$ cat config.mk
export PLATFORM = sky130hd
export DESIGN_NAME = sfp_device_flat
export DESIGN_NICKNAME = d
export VERILOG_FILES = /design/src/include/sfp_pkg.sv /design/src/include/sfp_link_if.sv /design/src/design/sfp_device.sv /design/src/flat_wrapper.sv
export VERILOG_INCLUDE_DIRS = /design/src /design/src/include
export SDC_FILE = /design/constraint.sdc
export NUM_CORES = 1
export LEC_CHECK = 0
export BUFFER_PORTS_ARGS = -buffer_cell sky130_fd_sc_hd__buf_2
export CAP_MARGIN = 0
export CORE_UTILIZATION = 39
export DETAILED_ROUTE_END_ITERATION = 6
export SYNTH_ARGS = -nofsm -noshare
export SYNTH_HDL_FRONTEND = slang
export SYNTH_SLANG_ARGS = --single-unit
$ cat constraint.sdc
create_clock -name clock -period 2 [get_ports clock]
set_input_delay 0.3 -clock clock [delete_from_list [all_inputs] [get_ports clock]]
set_output_delay 0.3 -clock clock [all_outputs]
set_load 0.01 [all_outputs]
$ cat src/include/sfp_regs.svh
// Timing counts and command encodings for the serial flash power-up and framing block.
`ifndef SFP_REGS_SVH
`define SFP_REGS_SVH
`define SFP_CLK_MHZ          50
`define SFP_VCSL_US          70
`define SFP_VCSL_CYC         (`SFP_VCSL_US * `SFP_CLK_MHZ)
`define SFP_PUW_MS           3
`define SFP_PUW_CYC          (`SFP_PUW_MS * 1000 * `SFP_CLK_MHZ)
`define SFP_SCK_HALF         4
`define SFP_OP_PAGE_READ     8'hD2
`define SFP_OP_BUF1_READ     8'hD4
`define SFP_OP_BUF2_READ     8'hD6
`define SFP_OP_BUF_READ_LF   8'hD3
`define SFP_OP_STATUS        8'hD7
`define SFP_ADDR_BITS        24
`define SFP_DUMMY_PAGE       3
`define SFP_PAGE_BITS        12
`define SFP_BYTE_BITS        9
`define SFP_DUMMY_BUF        15
`endif

$ cat src/include/sfp_pkg.sv
// State types for each end and the command type shared by both ends of the serial flash link.
package sfp_pkg;
    typedef enum logic [3:0] {
        SFP_POR    = 4'b0001,
        SFP_IDLE   = 4'b0010,
        SFP_OPCODE = 4'b0100,
        SFP_ADDR   = 4'b1000
    } sfp_dev_state_t;
    typedef enum logic [3:0] {
        SFP_H_WAIT = 4'b0001,
        SFP_H_IDLE = 4'b0010,
        SFP_H_SHIFT = 4'b0100,
        SFP_H_DONE = 4'b1000
    } sfp_host_state_t;
    typedef struct packed {
        logic [7:0]  opcode;
        logic [11:0] page;
        logic [8:0]  byte_addr;
    } sfp_cmd_t;
endpackage

$ cat src/include/sfp_link_if.sv
// Interface carrying select, serial clock, serial input and serial output between host and flash.
`timescale 1ns/100ps
interface sfp_link_if;
    logic select_n_pin; // Active low chip select from host.
    logic sck;          // Serial clock from host.
    logic si;           // Serial data into flash.
    logic so_out;       // Flash serial output value.
    logic so_oe_n;      // Flash output enable, low while driving.
    modport device (input select_n_pin, input sck, input si, output so_out, output so_oe_n);
    modport host   (output select_n_pin, output sck, output si, input so_out, input so_oe_n);
endinterface

$ cat src/design/sfp_device.sv
// Flash end: power-up hold-off, SPI mode pick and command framing of the D2h..D7h opcodes.
`timescale 1ns/100ps
`include "sfp_regs.svh"
module sfp_device #(
    parameter int PUW_CYC = `SFP_PUW_CYC // Power-up write delay in cycles.
) (
    input  wire logic        clock,        // System clock.
    input  wire logic        resetn,       // Asynchronous reset, active low.
    sfp_link_if.device       link,         // Link to host.
    input  wire logic        por_active,   // Internal power-on reset asserted.
    output sfp_pkg::sfp_cmd_t cmd,         // Last framed command.
    output logic             cmd_valid,    // One-cycle pulse on complete command.
    output logic             mode3,        // SPI mode picked at last select fall.
    output logic             standby,      // Ready and deselected.
    output logic             active,       // Ready and selected.
    output logic             write_ready   // Power-up write delay elapsed.
);
    import sfp_pkg::*;

    logic [2:0] sck_s, cs_s, si_s;
    logic [2:0] next_sck_s, next_cs_s, next_si_s;
    sfp_dev_state_t state, next_state;
    logic [7:0]  opcode, next_opcode;
    logic [23:0] addr, next_addr;
    logic [4:0]  cnt, next_cnt;
    logic [31:0] puw, next_puw;
    sfp_cmd_t    next_cmd;
    logic        next_cmd_valid, next_mode3, next_write_ready;
    logic        cs_fall, cs_rise, sck_edge, sample;

    always_comb begin
        next_sck_s = {sck_s[1:0], link.sck};
        next_cs_s  = {cs_s[1:0], link.select_n_pin};
        next_si_s  = {si_s[1:0], link.si};
    end

    assign cs_fall  = cs_s[2] & ~cs_s[1];
    assign cs_rise  = ~cs_s[2] & cs_s[1];
    // Mode 0 and 3 both sample on the rising clock edge.
    assign sck_edge = ~sck_s[2] & sck_s[1];
    assign sample   = sck_edge & ~cs_s[1];

    always_comb begin
        next_state       = state;
        next_opcode      = opcode;
        next_addr        = addr;
        next_cnt         = cnt;
        next_cmd         = cmd;
        next_cmd_valid   = 1'b0;
        next_mode3       = mode3;
        next_puw         = puw;
        next_write_ready = write_ready;
        if (!write_ready) begin
            if (puw == 32'(PUW_CYC - 1)) begin
                next_write_ready = 1'b1;
            end else begin
                next_puw = puw + 32'd1;
            end
        end
        case (state)
            SFP_POR: begin
                if (!por_active) begin
                    next_state = SFP_IDLE;
                end
            end
            SFP_IDLE: begin
                if (cs_fall) begin
                    next_mode3 = sck_s[1];
                    next_cnt   = 5'd0;
                    next_state = SFP_OPCODE;
                end
            end
            SFP_OPCODE: begin
                if (sample) begin
                    next_opcode = {opcode[6:0], si_s[1]};
                    if (cnt == 5'd7) begin
                        next_cnt = 5'd0;
                        if ({opcode[6:0], si_s[1]} == `SFP_OP_STATUS) begin
                            next_cmd       = '{opcode: `SFP_OP_STATUS, page: 12'h000, byte_addr: 9'h000};
                            next_cmd_valid = 1'b1;
                            next_state     = SFP_IDLE;
                        end else begin
                            next_state = SFP_ADDR;
                        end
                    end else begin
                        next_cnt = cnt + 5'd1;
                    end
                end
            end
            SFP_ADDR: begin
                if (sample) begin
                    next_addr = {addr[22:0], si_s[1]};
                    if (cnt == 5'(`SFP_ADDR_BITS - 1)) begin
                        next_cmd.opcode    = opcode;
                        next_cmd.byte_addr = next_addr[8:0];
                        if (opcode == `SFP_OP_PAGE_READ) begin
                            next_cmd.page = next_addr[20:9];
                        end else begin
                            next_cmd.page = 12'h000;
                        end
                        next_cmd_valid = 1'b1;
                        next_state     = SFP_IDLE;
                    end else begin
                        next_cnt = cnt + 5'd1;
                    end
                end
            end
            default: begin
                next_state = SFP_POR;
            end
        endcase
        if (por_active) begin
            next_state     = SFP_POR;
            next_cmd_valid = 1'b0;
        end else if (cs_rise && state != SFP_POR) begin
            next_state = SFP_IDLE;
        end
    end

    always_ff @(posedge clock or negedge resetn) begin
        if (!resetn) begin
            sck_s       <= 3'h0;
            cs_s        <= 3'h7;
            si_s        <= 3'h0;
            state       <= SFP_POR;
            opcode      <= 8'h00;
            addr        <= 24'h00_0000;
            cnt         <= 5'd0;
            cmd         <= '0;
            cmd_valid   <= 1'b0;
            mode3       <= 1'b0;
            puw         <= 32'h0000_0000;
            write_ready <= 1'b0;
        end else begin
            sck_s       <= next_sck_s;
            cs_s        <= next_cs_s;
            si_s        <= next_si_s;
            state       <= next_state;
            opcode      <= next_opcode;
            addr        <= next_addr;
            cnt         <= next_cnt;
            cmd         <= next_cmd;
            cmd_valid   <= next_cmd_valid;
            mode3       <= next_mode3;
            puw         <= next_puw;
            write_ready <= next_write_ready;
        end
    end

    assign standby      = write_ready & cs_s[1];
    assign active       = write_ready & ~cs_s[1];
    assign link.so_out  = 1'b0;
    assign link.so_oe_n = 1'b1;
endmodule

$ cat src/flat_wrapper.sv
// flat-port wrapper written by rule: the top's interface ports become plain ports
module sfp_device_flat import sfp_pkg::*;
#(
    parameter int PUW_CYC = `SFP_PUW_CYC                                   
)
  (clock, resetn, por_active, cmd, cmd_valid, mode3, standby, active, write_ready, link_select_n_pin, link_sck, link_si, link_so_out, link_so_oe_n);
  sfp_link_if link_i ();
  input  wire logic clock;
  input  wire logic resetn;
  input  wire logic por_active;
  output sfp_pkg::sfp_cmd_t cmd;
  output logic cmd_valid;
  output logic mode3;
  output logic standby;
  output logic active;
  output logic write_ready;
  input wire logic [$bits(link_i.select_n_pin)-1:0] link_select_n_pin;
  input wire logic [$bits(link_i.sck)-1:0] link_sck;
  input wire logic [$bits(link_i.si)-1:0] link_si;
  output wire logic [$bits(link_i.so_out)-1:0] link_so_out;
  output wire logic [$bits(link_i.so_oe_n)-1:0] link_so_oe_n;
  assign link_i.select_n_pin = link_select_n_pin;
  assign link_i.sck = link_sck;
  assign link_i.si = link_si;
  assign link_so_out = link_i.so_out;
  assign link_so_oe_n = link_i.so_oe_n;
  sfp_device #(.PUW_CYC(PUW_CYC)) u_core (.clock(clock), .resetn(resetn), .link(link_i), .por_active(por_active), .cmd(cmd), .cmd_valid(cmd_valid), .mode3(mode3), .standby(standby), .active(active), .write_ready(write_ready));
endmodule
Yosys cells after proc, flatten, opt, wreduce, memory -nomap -nowiden
Index checks and enable logic that the tools add are counted.
{"block": "word_totals", "register_bits": 109, "in_bits": 6, "word_cells": 90}
{"block": "op_classes", "n_eq_ne": 22, "bitwise_logic": 11, "addsub": 2, "n_mux": 31, "reduce_logical": 10}
{"cell": "$mux 29", "n": 5}
{"cell": "$pmux 29 s2", "n": 1}
{"cell": "$add 32x1->32 const B", "n": 1}
{"cell": "$eq 32x18->1 const B", "n": 1}
{"cell": "$mux 4", "n": 8}
{"cell": "$mux 5", "n": 5}
{"cell": "$ne 4x2->1 const B", "n": 5}
{"cell": "$eq 8x8->1 const B", "n": 2}
{"cell": "$pmux 4 s4", "n": 1}
{"cell": "$pmux 5 s3", "n": 1}
{"cell": "$mux 12", "n": 1}
{"cell": "$ne 2x1->1 const B", "n": 6}
{"cell": "$reduce_and 5->1", "n": 2}
{"cell": "$mux 1", "n": 8}
{"cell": "$reduce_and 2->1", "n": 4}
{"cell": "$and 1x1->1", "n": 6}
{"cell": "$reduce_and 6->1", "n": 1}
{"cell": "$add 5x1->5 const B", "n": 1}
{"cell": "$eq 5x3->1 const B", "n": 1}
{"cell": "$eq 5x5->1 const B", "n": 1}
{"cell": "$not 1->1", "n": 5}
{"cell": "$eq 4x1->1 const B", "n": 1}
{"cell": "$eq 4x2->1 const B", "n": 1}
{"cell": "$eq 4x3->1 const B", "n": 1}
{"cell": "7 further kinds", "n": 7}

Longest topological paths before layout
Gate-level depths: netlist of the first run.
{"block": "logic_depth", "word_depth": 7, "mapped_depth": 7, "ltp_nobuf": 6}

Worst setup path before layout of the first run
OpenSTA, ideal clock, no wires.
{"block": "synth_timing", "path_kind": "register to register", "start": "reg u_core.state[1]", "end": "reg, netlist name u_core.cmd[0]", "slack_ns": 0.109, "arrival_ns": 1.770, "n_path_buf": 2, "stages_incl_launch_ff": 7, "cell_sequence": "dfrtp_1 -> buf_4 -> or4b_4 -> nor3_2 -> o21bai_4 -> buf_6 -> a22o_1"}
{"block": "synth_via", "elab_chain_cells": 3}
{"element": "start, declared", "line": "sfp_device.sv:22", "rtl": "sfp_dev_state_t state, next_state;"}
{"element": "start signal, assigned", "line": "sfp_device.sv:138", "rtl": "state <= next_state;"}
{"element": "$eq 4x4->1 / $eq 4x3->1 (equally long branches)", "line": "sfp_device.sv:60", "rtl": "case (state)"}
{"element": "$ne 2x1->1 (no source line) / $reduce_bool 2->1 (equally long branches)"}
{"element": "$reduce_and 6->1 (no source line)"}
Several ways; a longest one is shown, not always the timed one.
A chain may end at the register's enable or synchronous reset.

Worst setup path after layout of the first run
{"block": "layout_timing", "start": "reg u_core.opcode[2]", "end": "reg, netlist name u_core.cmd[16]"}
{"block": "layout_via", "elab_chain_cells": 5}
{"element": "start, declared", "line": "sfp_device.sv:23", "rtl": "logic [7:0] opcode, next_opcode;"}
{"element": "start signal, assigned", "line": "sfp_device.sv:139", "rtl": "opcode <= next_opcode;"}
{"element": "$eq 8x8->1 (no source line)"}
{"element": "$mux 12", "line": "sfp_device.sv:96", "rtl": "if (opcode == `SFP_OP_PAGE_READ) begin"}
{"element": "$mux 29", "line": "sfp_device.sv:93", "rtl": "if (cnt == 5'(`SFP_ADDR_BITS - 1)) begin"}
{"element": "$mux 29", "line": "sfp_device.sv:91", "rtl": "if (sample) begin"}
{"element": "$pmux 29 s2", "line": "sfp_device.sv:60"}
Several ways; a longest one is shown, not always the timed one. The select of a mux whose other input is x is not followed.

==> results of run 1 <==
## report_power, final
group          internal [uW]  switching [uW]  total [uW]
logic                   47.9            81.0         129
registers               2230            14.9        2240
clock network            916             920        1840
total                   3190            1020        4210
## synth_stat cells, drive strengths merged, types with 2 or more instances
library cell and number:
nor2 14, nor3b 3, or2 2, nand2 26
inv 6, mux2 30, nand4 13, a22o 23
a21oi 9, o21ai 5, nor4b 4, a31o 2
o22a 6, dfstp 4, or3 3, nand3b 4
clkbuf 2, and4 2, nor2b 2, xnor2 29
nor3 3, conb 2, nor4 7, buf 10
dfrtp 105, o31ai 5, ha 2, xor2 2
nand3 18, and3 6
## per-layer routing
| layer | wire length [um] | vias to the layer above | share of wire (%) |
|---|---|---|---|
| met3 | 299 | 12 | 3.4 |
| met5 | 0 | - | 0 |
| met2 | 4310 | 40 | 49 |
| met4 | 139 | 0 | 1.6 |
| li1 | - | 1474 | - |
| met1 | 4090 | 1507 | 46 |
## logic make-up after synthesis
logic type               count (synthesis)
AO/OA/AOI/OAI                           57
multiplexers                            30
flip-flops                             109
adder cells (fa/ha/maj)                  2
XOR/XNOR                                31
other                                    2
AND/OR/NAND/NOR                        117
buffers and inverters                   18
## per-stage QoR
step | setup WS, ns | setup TNS (ns)
finish | 0.0866 | 0
global placement | 0.110 | 0
global route | -0.00727 | -0.00727
detailed placement | 0.0577 | 0
floorplan | 0.109 | 0
CTS | 0.0472 | 0
## worst paths after layout
kind | startpoint | endpoint | slack, ns
setup / recovery | u_core.opcode[2] | u_core.cmd[16] | 0.09
setup reg to reg | u_core.opcode[2] | u_core.cmd[16] | 0.09
hold reg to reg | u_core.sck_s[0] | u_core.sck_s[1] | 0.34
min in group asynchronous | resetn | u_core.cnt[0] | 0.43
max in group asynchronous | resetn | u_core.puw[30] | 0.97
hold / removal | link_select_n_pin | u_core.cs_s[0] | 0.05
## timing repair
action,in CTS,in global routing
endpoints found under the hold margin,26,0
hold buffers,1,0
endpoints found under the setup margin,0,24
resized for setup,0,4
buffers inserted,0,3
## registers in the layout, summed over array words and instances (netlist names)
name and count:
u_core.cnt 5, u_core.addr 20, u_core.sck_s 3, u_core.state 4, u_core.write_ready 1, u_core.opcode 8
u_core.cmd_valid 1, u_core.si_s 2, u_core.mode3 1, u_core.puw 32, u_core.cmd 29, u_core.cs_s 3
## worst max-delay path: stages (launching register included)
cell,delay (ns)
dfrtp_1,0.37
nand3b_1,0.18
or3_1,0.45
nor3_4,0.22
buf_4,0.15
o21bai_4,0.14
a22o_2,0.29
## final cells by class
cell class / instances / area (um2) / area share [%]
Clock buffer: 9 / 225 / 4.07
Clock inverter: 7 / 96.3 / 1.74
Inverter: 6 / 22.5 / 0.407
Multi-Input combinational cell: 240 / 1840 / 33.1
Sequential cell: 109 / 2730 / 49.4
Tap cell: 143 / 179 / 3.23
Timing Repair Buffer: 70 / 445 / 8.04
==> results.ini, run 1 <==
[final_layout]
layout.cells.non_filler = 584
area_growth_pct = 19.1
drive_gt1_share_pct = 31.3
diodes = 0
layout_commonest_cell = dfrtp_1
fin_area_um2 = 5540
fillers = 1026
layout_common_cells = 104 x dfrtp_1, 38 x buf_2, 30 x mux2_2, 30 x buf_4, 29 x xnor2_1
fin_nets = 444
post-route-util_pct = 48.1

[pwr]
peakVddDrop_mv = 0.551
leakagePower_uw = 0.00266
power_density_nw_per_um2 = 760
total_power_uw = 4210

[synthesis]
synth-seq-area-share_pct = 58.8
synth_top_flop_cell = dfrtp_1
synth-seq-cells = 109
synth-simple-area-share_pct = 15.3
avgSynthCellArea_um2 = 12.7
synth_top_family_by_area = simple AND/OR/NAND/NOR gates
synth_edf_count = 0
synth.area.top_cells = dfrtp_1 56%, mux2_2 7.3%, xnor2_1 5.5%
synth_area_um2 = 4650
synth_compound_area_share_pct = 9.77
synth.largest_area_cell = dfrtp_1
synth_top_area_share_pct = 56.5
synth_cell_type_count = 58
yosysWarnings = 0
synth_fa_ha_area_share_pct = 0.538
synthCells = 366
async_flop_share_pct = 100
synthMuxAreaShare_pct = 7.26
syn_nets = 374
synth-xor-area-share_pct = 5.84

[routing]
drt-initial-drc-count = 74
wirelength_mm = 8.84
antenna_left = 0
avgRoutedWirePerCell_um = 15.1
via_count = 3033
drc = 6
drt_first_pass_iters = 6
via_per_inst = 5.19

[clock_network]
cts_tree = built
cts_buffer_depth = 2
cts_root_buffer = clkbuf_16
clock_latency_ns = 0.35
clkTransAtPathRegs_ns = 0.08
htree_num_levels = 3
cts_made_buffers = 9
numClockSinks = 109

[timing]
skew_ns = 0.0104
post-route-period-util_pct = 95.7
slew_viol_final = 0
fmax_mhz = 523
hold_viol_final = 0
post-route-min-period_ns = 1.91
timing.hold.ws_ns = 0.0456
setup_viol = 0

[global_routing]
antenna_found_initial = 0
use_met2_pct = 25.0
first_global_vias = 3077
grt.total_usage_pct = 15.5
overflow = 0
use_met3_pct = 4.48
grt_start_max_net_pins = 50
grt_pass1_wl_mm = 15.2
grt-busiest-layer = met2
met1_usage_pct = 20.0

[placed_design]
dp_hpwl_mm = 6.14
port_buffers = 39
placed_area_um2 = 5150
dpl.cell_count = 563
gp_congestion = 0.840

[die]
rows = 39
core_um2 = 11500
die-height_um = 111
io_pins = 42
die-area_um2 = 12400
die_w_um = 111
start_util_pct = 40.4

[status]
violations = design-rule violations
status = complete, but fails checks

[critical_path]
reg2regPathDepth = 6
cp_max_fo = 12
critPathLaunchType = register
crit_type = register to register
endpoint_kind = register
cp_data_arrival_time_ns = 2.16
cp.required_ns = 2.25

[min_path]
hold_class = input pin to register
hold_depth = 1

[run]
cap_viol_max_count = 0

Note: power is estimated with default switching activity, not from simulation.
==> run 2: changes to the inputs <==
--- a/config.mk
+++ b/config.mk
@@ -8,8 +8,10 @@
 export LEC_CHECK = 0
 export BUFFER_PORTS_ARGS = -buffer_cell sky130_fd_sc_hd__buf_2
 export CAP_MARGIN = 0
-export CORE_UTILIZATION = 39
+export CORE_UTILIZATION = 53
+export CTS_BUF_LIST = sky130_fd_sc_hd__clkbuf_16
 export DETAILED_ROUTE_END_ITERATION = 6
+export PLACE_DENSITY = 0.75
 export SYNTH_ARGS = -nofsm -noshare
 export SYNTH_HDL_FRONTEND = slang
 export SYNTH_SLANG_ARGS = --single-unit
==> results.ini, run 2 (synthesis results as in run 1) <==
[routing]
drt-initial-drc-count = 114  ; +54%
via_count = 3071  ; +1.3%
via_per_inst = 5.69  ; +9.5%
drt_first_pass_iters = 4  ; -2
avgRoutedWirePerCell_um = 16.3  ; +7.9%
antenna_left = 0  ; unchanged
wirelength_mm = 8.82  ; -0.23%
drc = 0  ; -6

[final_layout]
post-route-util_pct = 65.4  ; +17 points
top_register = u_core.puw
layout_common_cells = 103 x dfrtp_1, 38 x buf_2, 30 x mux2_2
layout_commonest_cell = dfrtp_1
largest_reg_flops = 32  ; unchanged
fin_area_um2 = 5460  ; -1.5%
fin_nets = 438  ; -1.4%
area_growth_pct = 17.3
diodes = 0  ; unchanged
fillers = 620  ; -40%
drive_gt1_share_pct = 31.5  ; +0.20 points
reg_top3 = u_core.puw x32, u_core.cmd x29, u_core.addr x20
multi_input_area_um2 = 1860  ; +1.4%
ff_latch_area_um2 = 2740  ; about the same

[timing]
hold_viol_final = 0  ; unchanged
setup_viol = 0  ; unchanged
slew_viol_final = 0  ; unchanged
skew_ns = 0.00761  ; -0.00275 ns
fmax_mhz = 513  ; -1.9%
post-route-min-period_ns = 1.95  ; +0.0376 ns
timing.hold.ws_ns = 0.0650  ; +0.0194 ns
post-route-period-util_pct = 97.5  ; +1.9 points

[placed_design]
gp_congestion = 0.860  ; +2.4%
dp_hpwl_mm = 6.13  ; -0.27%
port_buffers = 39  ; unchanged
placed_area_um2 = 5070  ; -1.7%

[die]
io_pins = 42  ; unchanged
die_w_um = 95.7  ; -14%
start_util_pct = 55.8  ; +15 points
core_um2 = 8340  ; -28%
rows = 33  ; -15%
die-area_um2 = 9150  ; -26%
die-height_um = 95.7  ; -14%

[clock_network]
clkTransAtPathRegs_ns = 0.07  ; about the same
htree_num_levels = 3  ; unchanged
cts_made_buffers = 9  ; unchanged
cts_tree = built
cts_root_buffer = clkbuf_16
clock_latency_ns = 0.34  ; about the same
cts_buffer_depth = 2  ; unchanged
numClockSinks = 109  ; unchanged

[critical_path]
cp-endpoint = u_core.state[1]
cp_max_fo = 8  ; -4
worstPathCellList = or2_2 -> or3b_2 -> a31o_2 -> a21oi_1 -> a311oi_1
crit_type = register to register
endpoint_kind = register
rrSetupSlack_ns = 0.05  ; -0.04 ns
cp_data_arrival_time_ns = 2.16  ; about the same
crit_slowest_cell = dfrtp_2
r2r_start = u_core.state[2]
cpPeakStageDelay_ns = 0.46  ; about the same
reg2regPathDepth = 5  ; -1
critPathLaunchType = register
cp.required_ns = 2.21  ; -0.04 ns
rr_endpoint = u_core.state[1]
crit_start = u_core.state[2]

[global_routing]
met1_usage_pct = 27.8  ; +7.7 points
grt-busiest-layer = met2
use_met3_pct = 4.23  ; -0.26 points
grt.total_usage_pct = 20.9  ; +5.4 points
first_global_vias = 3068  ; -0.29%
use_met2_pct = 34.1  ; +9.1 points
grt_pass1_wl_mm = 14.6  ; -4.1%
antenna_found_initial = 0  ; unchanged
grt_start_max_net_pins = 46  ; -8.0%
overflow = 0  ; unchanged

[pwr]
clockPowerShare_pct = 43.0  ; -0.7 points
swShare_pct = 21.6  ; -2.5 points
internal-power_uw = 3260  ; +2.3%
power_density_nw_per_um2 = 763  ; +0.45%
peakVddDrop_mv = 0.483  ; -12%
leakagePower_uw = 0.00262  ; -1.3%
switchingPower_uw = 900  ; -11%
seqPwrFrac_pct = 53.8  ; +0.5 points
combPwrFrac_pct = 3.1  ; about the same

[min_path]
hold_depth = 1  ; unchanged
hold_class = input pin to register

[status]
status = completed

[run]
cap_viol_max_count = 0  ; unchanged

run 2: cell types whose count changed in the layout (fill, tap and decap cells not counted), moves of 2 or more:
cell / delta
clkinv_8: -3
nor4b_1: -2
nor4b_2: +2
buf_4: -6
run 2: area by class of cell:
type,instances,area share (%)
sequential,109,50.1
timing repair buffer,64,7.34
inverter,6,0.413
multi-input combinational,240,34.1
tap,105,2.41
clock inverter,7,1.47
clock buffer,9,4.13
run 2: how the worst min path moves through the flow:
stage / startpoint / endpoint
2_1_floorplan: resetn / u_core.addr[0]
3_3_place_gp: resetn / u_core.cnt[2]
3_5_place_dp: resetn / u_core.cnt[2]
4_1_cts: link_select_n_pin / u_core.cs_s[0]
5_1_grt: link_select_n_pin / u_core.cs_s[0]
6_report: link_select_n_pin / u_core.cs_s[0]
run 2: stage by stage:
stage / power (uW) / worst slack [ns] / std cells / setup TNS [ns]
6_report: 4160 / 0.0490 / 540 / 0
5_1_grt: 4320 / -0.0208 / 540 / -0.0237
4_1_cts: 4200 / 0.0354 / 537 / 0
3_5_place_dp: 2410 / 0.0506 / 520 / 0
3_3_place_gp: 2410 / 0.0618 / 520 / 0
2_1_floorplan: 2340 / 0.109 / 366 / 0
run 2: routing by layer:
metal | wire length (um) | vias to the layer above
met1 | 4080 | 1551
met3 | 258 | 11
met2 | 4350 | 53
met5 | 0 | -
li1 | - | 1456
met4 | 131 | 0
run 2: worst max-delay path, delay by kind of cell, from the launching register on:
family             cells  cell delay [ns]
and+or+nand+nor        2             0.79
AOI/OAI and AO/OA      3             0.57
DFF                    1             0.46
run 2: what timing repair did:
item,CTS,global route
resized for setup,0,9
hold buffers,1,0
endpoints found under the setup margin,0,31
hold endpoints to repair,35,0
buffers inserted,0,2
run 2: power by group through the flow:
stage               Sequential [uW]  Combinational [uW]  Clock, uW
global route                   2240                 148       1930
finish                         2240                 130       1790
CTS                            2240                 132       1830
global placement               2280                 126          0
floorplan                      2280                55.6          0
detailed placement             2280                 131          0
